**src/verilog/ppl_pkg.sv**
```systemverilog
// constants, types and helpers of the parameter password lock
// assumes one core clock; levels and passwords are decimal values in 14 bits
// Contract
// - Protection is active only while the restriction level differs from 9999.
// - Levels 100 to 106 and 199 allow five failures and read back 0 to 5; others read 0.
// - Five failures at a limited level lock the password up until a full clear or a plain clear from the option.
// - A password of 1000 to 9998 is written to the entry; refused while the level is 9999.
// - A set password locks the parameters at the chosen level until the right one is given.
// - Once a password is set, the entry reads back only a value of 0 to 5.
// - A refused parameter access while locked raises the locked indication.
// - Internal parameter updates always go through, locked or not.
// - The right password unlocks; a wrong one flags an error and keeps the lock.
// - A full clear erases any password, locked-up too, and restores all parameters.
// - A full clear is refused while the drive output runs.
// - While locked, a plain clear is taken only from the option; full clear from any source.
// - While locked, parameter copy requests are refused.
// - When locked up, entries are taken but none unlocks or resets the lock.
// - Network sources may read level and entry whatever the group read selection.
// - The level sets read and write rights per panel, serial and option source.
package ppl_pkg;

  // ==========================================================
  // register map, byte addresses
  localparam logic [4:0] OFF_LEVEL = 5'h00;
  localparam logic [4:0] OFF_PWD = 5'h04;
  localparam logic [4:0] OFF_CMD = 5'h08;
  localparam logic [4:0] OFF_STAT = 5'h0c;
  localparam logic [4:0] OFF_MASK = 5'h10;
  localparam logic [4:0] OFF_STATE = 5'h14;

  // ==========================================================
  // values
  localparam logic [13:0] LVL_NONE = 14'h270f; // 9999
  localparam logic [13:0] LVL_GRP = 14'h0063; // 99
  localparam logic [13:0] LVL_LIM = 14'h0064; // 100
  localparam logic [13:0] LVL_GRP_LIM = 14'h00c7; // 199
  localparam logic [13:0] LVL_MAX_PLAIN = 14'h0006;
  localparam logic [13:0] PW_MIN = 14'h03e8; // 1000
  localparam logic [13:0] PW_MAX = 14'h270e; // 9998
  localparam logic [2:0] FAIL_MAX = 3'h5;
  localparam logic [13:0] LEVEL_RST = LVL_NONE;
  localparam logic [5:0] MASK_RST = 6'h00;

  // command register bit positions
  localparam int CMD_CLR = 0;
  localparam int CMD_ALL = 1;
  localparam int CMD_CPY = 2;

  // event bit positions
  localparam int EV_UNLOCK = 0;
  localparam int EV_MISMATCH = 1;
  localparam int EV_LOCKUP = 2;
  localparam int EV_LOCKED_ACC = 3;
  localparam int EV_REFUSED = 4;
  localparam int EV_CLEARED = 5;
  localparam int EV_N = 6;

  // ==========================================================
  // types
  typedef enum logic [1:0] {SRC_PANEL, SRC_SERIAL, SRC_OPTION} ppl_src_e;
  typedef enum logic [1:0] {LK_OPEN, LK_LOCKED, LK_UNLOCKED, LK_LOCKUP} ppl_lock_e;

  typedef struct packed {
    logic vld;
    logic wr;
    logic internal; // update made by the device itself
    logic in_group; // parameter registered in the user group
    ppl_src_e src;
  } ppl_acc_s;

  // ==========================================================
  // helpers
  function automatic logic lvl_limited(input logic [13:0] l);
    return (l >= LVL_LIM && l <= LVL_LIM + LVL_MAX_PLAIN) || l == LVL_GRP_LIM;
  endfunction

  function automatic logic lvl_valid(input logic [13:0] l);
    return l <= LVL_MAX_PLAIN || l == LVL_GRP || lvl_limited(l) || l == LVL_NONE;
  endfunction

endpackage

```
**src/verilog/ppl_lock.sv**
```systemverilog
// parameter password lock: AHB-Lite register slave, lock state, access gate
// assumes one AHB-Lite master, word transfers only; all inputs on core_clk
module ppl_lock
  import ppl_pkg::*;
(
  input wire logic core_clk,
  input wire logic rst_n,
  input wire logic hsel,
  input wire logic [31:0] haddr,
  input wire logic [1:0] htrans,
  input wire logic hwrite,
  input wire logic [2:0] hsize,
  input wire logic [31:0] hwdata,
  input wire logic hready,
  output logic hreadyout,
  output logic hresp,
  output logic [31:0] hrdata,
  input wire ppl_src_e bus_src,
  input wire logic group_read_select,
  input wire logic drive_run,
  input wire ppl_acc_s acc_req,
  output logic acc_grant,
  output logic locked_indication,
  output logic pw_error,
  output logic param_clear,
  output logic param_clear_all,
  output logic copy_ok,
  output logic irq
);

  // ==========================================================
  // bus phase tracking
  logic ap_take;
  logic dp_vld_r;
  logic dp_wr_r;
  logic rd_pend_r;
  logic [4:0] dp_addr_r;
  ppl_src_e dp_src_r;
  logic [31:0] hrdata_r;

  assign ap_take = hsel && hready && htrans[1];

  // reads take one wait state so they see the previous write
  always_ff @(posedge core_clk or negedge rst_n) begin
    if (!rst_n) begin
      dp_vld_r <= 1'b0;
      dp_wr_r <= 1'b0;
      rd_pend_r <= 1'b0;
      dp_addr_r <= 5'h00;
      dp_src_r <= SRC_PANEL;
    end else begin
      if (hready) begin
        dp_vld_r <= ap_take;
        dp_wr_r <= ap_take && hwrite;
        rd_pend_r <= ap_take && !hwrite;
        if (ap_take) begin
          dp_addr_r <= haddr[4:0];
          dp_src_r <= bus_src;
        end
      end else begin
        rd_pend_r <= 1'b0;
      end
    end
  end

  assign hreadyout = !rd_pend_r;
  assign hresp = 1'b0;
  assign hrdata = hrdata_r;

  // ==========================================================
  // write decode
  logic wr_go;
  logic w_lvl;
  logic w_pwd;
  logic w_cmd;
  logic w_mask;
  logic grp_blk;
  logic [13:0] wval;

  assign wr_go = dp_vld_r && dp_wr_r;
  assign wval = hwdata[13:0];
  // panel reads of level and entry, and panel level writes, follow the group read selection
  assign grp_blk = group_read_select && (dp_src_r == SRC_PANEL);
  assign w_lvl = wr_go && dp_addr_r == OFF_LEVEL && !grp_blk;
  assign w_pwd = wr_go && dp_addr_r == OFF_PWD;
  assign w_cmd = wr_go && dp_addr_r == OFF_CMD;
  assign w_mask = wr_go && dp_addr_r == OFF_MASK;

  // ==========================================================
  // lock state
  ppl_lock_e st_r;
  logic [13:0] level_r;
  logic [13:0] pw_r;
  logic [2:0] fail_r;
  logic locked;
  logic limited;
  logic prot_on;
  logic pw_ok;
  logic lvl_ok;
  logic all_go;
  logic clr_go;
  logic cpy_go;
  logic pw_set_go;
  logic entry_go;
  logic match;

  assign limited = lvl_limited(level_r);
  // locked and locked-up both keep the parameters shut
  assign locked = (st_r == LK_LOCKED) || (st_r == LK_LOCKUP);
  // no protection at all while the level reads 9999
  assign prot_on = (level_r != LVL_NONE) && locked;
  assign pw_ok = wval >= PW_MIN && wval <= PW_MAX;
  // level may not change under a lock
  assign lvl_ok = w_lvl && lvl_valid(wval) && !locked;
  // full clear is blocked by a running drive
  assign all_go = w_cmd && hwdata[CMD_ALL] && !drive_run;
  // plain clear under lock only from the option
  assign clr_go = w_cmd && hwdata[CMD_CLR] && !hwdata[CMD_ALL]
    && (!prot_on || dp_src_r == SRC_OPTION);
  // copy is shut while locked
  assign cpy_go = w_cmd && hwdata[CMD_CPY] && !prot_on;
  // a password is taken only when the level is not 9999
  assign pw_set_go = w_pwd && pw_ok && level_r != LVL_NONE
    && (st_r == LK_OPEN || st_r == LK_UNLOCKED);
  assign entry_go = w_pwd && pw_ok && locked;
  assign match = wval == pw_r;

  // restriction level register
  always_ff @(posedge core_clk or negedge rst_n) begin
    if (!rst_n) begin
      level_r <= LEVEL_RST;
    end else if (all_go) begin
      level_r <= LEVEL_RST;
    end else if (lvl_ok) begin
      level_r <= wval;
    end
  end

  // password store and lock state machine
  always_ff @(posedge core_clk or negedge rst_n) begin
    if (!rst_n) begin
      st_r <= LK_OPEN;
      pw_r <= LVL_NONE;
      fail_r <= 3'h0;
    end else if (all_go) begin
      // full clear wipes even a locked-up password
      st_r <= LK_OPEN;
      pw_r <= LVL_NONE;
      fail_r <= 3'h0;
    end else if (clr_go && (prot_on || st_r == LK_UNLOCKED)) begin
      st_r <= LK_OPEN;
      pw_r <= LVL_NONE;
      fail_r <= 3'h0;
    end else begin
      case (st_r)
        LK_OPEN, LK_UNLOCKED: begin
          if (pw_set_go) begin
            pw_r <= wval;
            st_r <= LK_LOCKED;
            fail_r <= 3'h0;
          end
        end
        LK_LOCKED: begin
          if (entry_go && match) begin
            st_r <= LK_UNLOCKED;
          end else if (entry_go && limited) begin
            fail_r <= fail_r + 3'h1;
            if (fail_r == FAIL_MAX - 3'h1) begin
              st_r <= LK_LOCKUP;
            end
          end
        end
        LK_LOCKUP: begin
          // entries are taken, none changes the state; a wrong one still flags pw_error
          st_r <= LK_LOCKUP;
        end
        default: st_r <= LK_OPEN;
      endcase
    end
  end

  // ==========================================================
  // parameter access gate
  logic acc_ok;

  ppl_acc_check u_chk (
    .level(level_r),
    .active(prot_on),
    .req(acc_req),
    .grant(acc_ok)
  );

  // device updates pass even under lock
  assign acc_grant = acc_req.vld && (acc_ok || acc_req.internal);

  // ==========================================================
  // pulse outputs
  logic mism;
  logic acc_deny;
  logic refused;

  assign mism = entry_go && !match;
  assign acc_deny = acc_req.vld && !acc_grant;
  assign refused = (w_pwd && !pw_set_go && !entry_go)
    || (w_lvl && !lvl_ok) || (w_cmd && !all_go && !clr_go && !cpy_go);

  always_ff @(posedge core_clk or negedge rst_n) begin
    if (!rst_n) begin
      locked_indication <= 1'b0;
      pw_error <= 1'b0;
      param_clear <= 1'b0;
      param_clear_all <= 1'b0;
      copy_ok <= 1'b0;
    end else begin
      locked_indication <= acc_deny;
      pw_error <= mism;
      param_clear <= clr_go;
      param_clear_all <= all_go; // restores every parameter
      copy_ok <= cpy_go;
    end
  end

  // ==========================================================
  // sticky events, mask, interrupt
  logic [EV_N-1:0] ev;
  logic [EV_N-1:0] stat_r;
  logic [EV_N-1:0] mask_r;
  logic rd_stat;

  always_comb begin
    ev = '0;
    ev[EV_UNLOCK] = entry_go && match && st_r == LK_LOCKED;
    ev[EV_MISMATCH] = mism;
    ev[EV_LOCKUP] = entry_go && !match && limited && st_r == LK_LOCKED
      && fail_r == FAIL_MAX - 3'h1;
    ev[EV_LOCKED_ACC] = acc_deny;
    ev[EV_REFUSED] = refused;
    ev[EV_CLEARED] = all_go || clr_go;
  end

  assign rd_stat = rd_pend_r && dp_addr_r == OFF_STAT;

  // a read clears, but an event in the same cycle stays set
  always_ff @(posedge core_clk or negedge rst_n) begin
    if (!rst_n) begin
      stat_r <= '0;
    end else begin
      stat_r <= (rd_stat ? '0 : stat_r) | ev;
    end
  end

  always_ff @(posedge core_clk or negedge rst_n) begin
    if (!rst_n) begin
      mask_r <= MASK_RST;
    end else if (w_mask) begin
      mask_r <= hwdata[EV_N-1:0];
    end
  end

  assign irq = |(stat_r & mask_r);

  // ==========================================================
  // read mux, captured at the end of the wait state
  logic [31:0] rmux;

  always_comb begin
    rmux = 32'h0000_0000;
    case (dp_addr_r)
      OFF_LEVEL: rmux = grp_blk ? 32'h0 : {18'h0, level_r};
      OFF_PWD: begin
        if (grp_blk) begin
          rmux = 32'h0;
        end else if (st_r == LK_OPEN) begin
          rmux = {18'h0, LVL_NONE};
        end else begin
          // never the password itself count only when limited
          rmux = limited ? {29'h0, fail_r} : 32'h0;
        end
      end
      OFF_STAT: rmux = {26'h0, stat_r};
      OFF_MASK: rmux = {26'h0, mask_r};
      OFF_STATE: rmux = {27'h0, fail_r, st_r};
      default: rmux = 32'h0;
    endcase
  end

  always_ff @(posedge core_clk or negedge rst_n) begin
    if (!rst_n) begin
      hrdata_r <= 32'h0000_0000;
    end else if (rd_pend_r) begin
      hrdata_r <= rmux;
    end
  end

  logic [EV_N-1:0] ev_q; // event word one cycle late, for the checks below
  always_ff @(posedge core_clk or negedge rst_n) begin
    if (!rst_n) begin
      ev_q <= '0;
    end else begin
      ev_q <= ev;
    end
  end

  // ==========================================================
  // checks
  AST_NO_PROT: assert property (@(posedge core_clk) disable iff (!rst_n)
    level_r == LVL_NONE && acc_req.vld |-> acc_grant)
    else $error("access refused without protection");

  AST_FAIL_CAP: assert property (@(posedge core_clk) disable iff (!rst_n)
    fail_r <= FAIL_MAX && (st_r == LK_LOCKUP) == (fail_r == FAIL_MAX))
    else $error("failure count out of step with lockup");

  AST_LOCKUP_STAYS: assert property (@(posedge core_clk) disable iff (!rst_n)
    st_r == LK_LOCKUP && !all_go && !(clr_go && prot_on) |=> st_r == LK_LOCKUP)
    else $error("lockup left without a clear");

  AST_PW_REFUSE: assert property (@(posedge core_clk) disable iff (!rst_n)
    w_pwd && level_r == LVL_NONE && !all_go |=> $stable(pw_r) && ev_q[EV_REFUSED])
    else $error("password taken at level 9999");

  AST_SET_LOCKS: assert property (@(posedge core_clk) disable iff (!rst_n)
    pw_set_go && !all_go && !clr_go |=> st_r == LK_LOCKED && pw_r == $past(wval))
    else $error("password set did not lock");

  AST_PWD_READ: assert property (@(posedge core_clk) disable iff (!rst_n)
    rd_pend_r && dp_addr_r == OFF_PWD && st_r != LK_OPEN |=> hrdata_r <= 32'h5)
    else $error("entry read returned more than a count");

  AST_LOCKED_INDICATION: assert property (@(posedge core_clk) disable iff (!rst_n)
    acc_req.vld && prot_on && !acc_grant |=> locked_indication ##1 !locked_indication
      or locked_indication)
    else $error("no locked indication on refused access");

  AST_INTERNAL: assert property (@(posedge core_clk) disable iff (!rst_n)
    acc_req.vld && acc_req.internal |-> acc_grant)
    else $error("internal update blocked");

  AST_MISMATCH: assert property (@(posedge core_clk) disable iff (!rst_n)
    entry_go && !match && !all_go && !clr_go |=> pw_error && st_r != LK_UNLOCKED)
    else $error("wrong password not flagged");

  AST_ALLCLR: assert property (@(posedge core_clk) disable iff (!rst_n)
    all_go |=> st_r == LK_OPEN && level_r == LVL_NONE && param_clear_all)
    else $error("full clear incomplete");

  AST_RUN_REFUSE: assert property (@(posedge core_clk) disable iff (!rst_n)
    drive_run |=> !param_clear_all)
    else $error("full clear while running");

  AST_CLR_SRC: assert property (@(posedge core_clk) disable iff (!rst_n)
    w_cmd && prot_on && dp_src_r != SRC_OPTION && !hwdata[CMD_ALL] |=> !param_clear)
    else $error("plain clear taken from wrong source");

  AST_COPY: assert property (@(posedge core_clk) disable iff (!rst_n)
    w_cmd && prot_on |=> !copy_ok)
    else $error("copy taken while locked");

  AST_ENTRY_UP: assert property (@(posedge core_clk) disable iff (!rst_n)
    entry_go && st_r == LK_LOCKUP && !all_go |=> st_r == LK_LOCKUP && fail_r == FAIL_MAX)
    else $error("entry changed a locked-up password");

  AST_NET_READ: assert property (@(posedge core_clk) disable iff (!rst_n)
    rd_pend_r && dp_addr_r == OFF_LEVEL && dp_src_r != SRC_PANEL
      |=> hrdata_r == {18'h0, $past(level_r)})
    else $error("network read of level blocked");

  AST_LVL_LOCK: assert property (@(posedge core_clk) disable iff (!rst_n)
    w_lvl && locked && !all_go |=> $stable(level_r))
    else $error("level changed under lock");

  COV_UNLOCK: cover property (@(posedge core_clk) disable iff (!rst_n) ev[EV_UNLOCK]);
  COV_LOCKUP: cover property (@(posedge core_clk) disable iff (!rst_n) ev[EV_LOCKUP]);
  COV_ALLCLR: cover property (@(posedge core_clk) disable iff (!rst_n)
    all_go && st_r == LK_LOCKUP);
  COV_DENY: cover property (@(posedge core_clk) disable iff (!rst_n) acc_deny);

endmodule

```
**src/verilog/ppl_acc_check.sv**
```systemverilog
// per-source read and write rights for one parameter access
// assumes level holds a valid setting; purely combinational
module ppl_acc_check
  import ppl_pkg::*;
(
  input wire logic [13:0] level,
  input wire logic active,
  input wire ppl_acc_s req,
  output logic grant
);

  // rights per level 0..6 as {panel r,w, serial r,w, option r,w}
  function automatic logic [5:0] rights(input logic [2:0] b);
    case (b)
      3'h1: return 6'h2a;
      3'h2: return 6'h2f;
      3'h3: return 6'h3a;
      3'h4: return 6'h02;
      3'h5: return 6'h0f;
      3'h6: return 6'h32;
      default: return 6'h00;
    endcase
  endfunction

  logic [13:0] base;
  logic [2:0] idx;
  logic [5:0] r;
  logic grp_mode;

  // fold limited levels onto the plain ones; group levels use level 4
  always_comb begin
    base = (level >= LVL_LIM) ? level - LVL_LIM : level;
    grp_mode = (level == LVL_GRP) || (level == LVL_GRP_LIM);
    idx = grp_mode ? 3'h4 : base[2:0];
    r = rights(idx);
  end

  // pick the bit of the requesting source
  always_comb begin
    grant = 1'b1;
    if (req.internal) begin
      grant = 1'b1;
    end else if (active && !(grp_mode && req.in_group)) begin
      case (req.src)
        SRC_PANEL: grant = req.wr ? r[4] : r[5];
        SRC_SERIAL: grant = req.wr ? r[2] : r[3];
        SRC_OPTION: grant = req.wr ? r[0] : r[1];
        default: grant = 1'b0;
      endcase
    end
  end

endmodule

```
**config.mk**
```make
export PLATFORM = sky130hd
export DESIGN_NAME = ppl_lock
export DESIGN_NICKNAME = d
export VERILOG_FILES = /design/src/verilog/ppl_pkg.sv /design/src/verilog/ppl_lock.sv /design/src/verilog/ppl_acc_check.sv
export SDC_FILE = /design/constraint.sdc
export NUM_CORES = 1
export LEC_CHECK = 0
export BUFFER_PORTS_ARGS = -buffer_cell sky130_fd_sc_hd__buf_4
export CAP_MARGIN = 20
export CORE_UTILIZATION = 36
export DETAILED_ROUTE_END_ITERATION = 7
export GPL_TIMING_DRIVEN = 0
export SLEW_MARGIN = 20
export SYNTH_ARGS = -nofsm -noshare
export SYNTH_HDL_FRONTEND = slang
export SYNTH_HIERARCHICAL = 1
export SYNTH_SLANG_ARGS = --single-unit
export TNS_END_PERCENT = 10
```
**constraint.sdc**
```tcl
create_clock -name core_clk -period 3.3 [get_ports core_clk]
set_input_delay 0.165 -clock core_clk [delete_from_list [all_inputs] [get_ports core_clk]]
set_output_delay 0.165 -clock core_clk [all_outputs]
set_load 0.02 [all_outputs]
```
==> results.cfg <==
[run_status]
status = complete, but fails checks
violations = DRC, hold timing

[clocking]
clock-root-buffer = clkbuf_16
ctsHoldBuffers = 1
clk_latency_ns = 0.34
htree_levels = 3
path_clk_slew_ns = 0.06
cts.sinks = 74
cts_tree = yes
cts_setup_buffers = 0
cts_inserted_buffers = 9
post_cts_resized = 0
clockBufferDepth = 2

[route]
route.detailed.drc = 2
firstDrtPassIters = 7
detail_route.iter0.violations = 229
vias = 3420
via_per_inst = 5.278
wl_per_cell_um = 15.96
wl_mm = 10.34
drt.antenna.violating_nets = 0

[synth]
seq_area_frac_synth_pct = 44.58
synthFlopType = dfrtp_1
synth_edf_count = 0
syn_inst = 419
ys_ff_latch = 74
syn_area_per_cell_um2 = 10.02
synth.cell_area_mm2 = 0.004199
synthArstFlopShare_pct = 100.0
ys_types = 68
yosys_warnings = 6

[global_routing]
grt_use_total_pct = 18.36
antenna_found_initial = 0
grt_pass1_wl_mm = 16.72
grt_pass1_vias = 3303
grt_remaining_overflow = 0
grt_max_degree = 75

[layout]
antennaDiodeCount = 0
seq_area_mm2 = 0.001872
area_growth_syn_to_layout_pct = 21.69
layout-drive-gt1-share_pct = 26.53
multi_input_area_mm2 = 0.002064
fill_cells = 1133
final_nets = 586

[worst_setup_path]
cp-end-kind = output pin
startpoint_type = flip-flop
rrSetupSlack_ns = 0.58
r2r-start = dp_addr_r[2]
crit_arrival_ns = 2.60
crit_required_ns = 3.13
r2r_end = level_r[5]
cp_max_fo = 10
critPathKind = reg -> out
worst_r2r_path_depth = 7

[die]
core_mm2 = 0.01137
die_area_mm2 = 0.01210
rows = 39
start_util_pct = 36.93
die_y_um = 110
ioPinCount = 125
fp.dieW_um = 110

[timing]
fin_tns_setup_ns = 0
slew_viol_final = 0
hold_slack_ns = -0.03669
setup_viol = 0
clock.fmax_mhz = 361.8
fin_crit_sh_pct = 83.75
hold_viol_final = 25
finClkSkew_ns = 0.009433
relSlewSlack_pct = 33.22
min_period_ns = 2.764
rsz0062_at_grt = false
worstMarginPinSlew_ns = 0.9926

[power]
peakVddDrop_mv = 0.3576
powerDensity_mw_per_mm2 = 457.9
power.leakage_nw = 2.242

[placed_design]
hpwl_mm = 7.647
io_buffers = 51
gp_congestion = 0.8368

[hold_path]
hold_path.class = in -> async

[run]
drv_cap = 0
-- per-stage QoR --
stage                     instances  power [W]  util, %  setup WS [ns]  instance area, µm²
final                           648   0.002340    44.94         0.5361                5110
after global routing            648   0.002442    44.94         0.3863                5110
after global placement          631   0.001447    42.47         0.6557                4828
after floorplan                 437   0.001311        -         0.9416                4267
after CTS                       648   0.002360    44.94         0.5387                5110
after detailed placement        631   0.001458    42.47         0.6201                4828
-- final cells by class --
class / count / area share, %
multi-input combinational: 299 / 40.40
sequential: 74 / 36.63
timing repair buffer: 52 / 7.689
buffer: 39 / 4.628
clock buffer: 9 / 4.407
tap: 143 / 3.501
inverter: 25 / 1.836
clock inverter: 7 / 0.9060
-- logic make-up (layout without fill, tap and decap cells) --
logic type      count (synthesis)  after routing  synth area share, %
simple gates                  137            137                18.95
compound gates                102            102                18.68
flops                          74             74                44.58
buf+inv                        64            132                7.866
mux                            24             24                6.109
xor+xnor                       15             15                3.129
fa+ha+maj                       2              2               0.5959
other cells                     1             19              0.08931
-- synthesized netlist by cell type (4+ instances only) --
library cell | number | area (µm²)
buf_4 | 19 | 142.6
o22a_1 | 7 | 61.31
inv_1 | 24 | 90.09
and2_1 | 7 | 43.79
nand2b_1 | 7 | 43.79
nand2_1 | 23 | 86.33
mux2_2 | 13 | 146.4
a22o_1 | 9 | 78.83
dfstp_2 | 16 | 420.4
nor2b_1 | 7 | 43.79
xnor2_1 | 15 | 131.4
nand3_1 | 18 | 90.09
dfrtp_1 | 58 | 1451
nor3b_1 | 4 | 30.03
o21ai_0 | 19 | 95.09
o2bb2ai_1 | 8 | 70.07
nand4_1 | 9 | 56.30
clkbuf_1 | 14 | 52.55
a21o_1 | 4 | 30.03
mux2i_1 | 11 | 110.1
nor4_1 | 10 | 62.56
nor2_1 | 16 | 60.06
nor3_1 | 6 | 30.03
a21oi_1 | 11 | 55.05
a22oi_1 | 4 | 30.03
and3_1 | 7 | 43.79
-- sequential cells by signal, indices dropped and copies added (netlist names), 2 cells and up --
name / count
st_r: 2
level_r: 14
fail_r: 3
mask_r: 6
dp_addr_r: 5
dp_src_r: 2
hrdata: 14
stat_r: 6
pw_r: 14
-- critical path, cell delays in order, from the launching register on --
cell and delay [ns]:
dfrtp_1 0.56, and4b_1 0.24, nand4_1 0.15, nand2_1 0.14, inv_1 0.17, inv_1 0.06, a311oi_1 0.24, o311ai_1 0.17
a2bb2oi_2 0.18, nor2_1 0.13, nor2b_1 0.06, buf_4 0.15
-- cell usage in the layout, fill, tap and decap left out, drive strengths merged, types with 8 or more instances in the layout --
master / synthesis / final
nor4: 11 / 11
o21ai: 19 / 19
inv: 24 / 24
conb: 1 / 19
nand3: 18 / 18
dfstp: 16 / 16
and2: 10 / 10
xnor2: 15 / 15
o2bb2ai: 8 / 8
dfrtp: 58 / 58
buf: 25 / 76
nor2: 16 / 16
mux2i: 11 / 11
nand4: 9 / 9
a22o: 9 / 9
nand2: 23 / 23
clkbuf: 14 / 23
a21oi: 11 / 11
mux2: 13 / 13
-- report_power, final --
part	leakage [nW]	internal [W]	switching [W]
clock network	0.127	0.000506	0.000392
logic	1.17	0.000175	0.000200
registers	0.940	0.000997	0.0000704
total	2.24	0.00168	0.000662
-- metal layers --
metal | up-vias | GRT usage [%] | part of all wire (%) | routed length (µm)
met5 | - | 0 | 0 | 0
met4 | 0 | 5.905 | 1.7 | 171
met3 | 11 | 4.115 | 5.4 | 554
met2 | 91 | 29.42 | 47 | 4848
met1 | 1648 | 24.59 | 46 | 4768
li1 | 1670 | - | - | -
-- worst max path at each step --
stage | startpoint | to | slack (ns) | depth (start not counted)
floorplan | dp_addr_r[4] | pw_r[11] | 0.94 | 8
global placement | dp_addr_r[2] | level_r[5] | 0.66 | 7
detailed placement | dp_addr_r[2] | level_r[5] | 0.62 | 7
CTS | level_r[7] | acc_grant | 0.54 | 11
global route | level_r[7] | acc_grant | 0.39 | 11
finish | level_r[7] | acc_grant | 0.54 | 11
(Power assumes the default switching activity.)
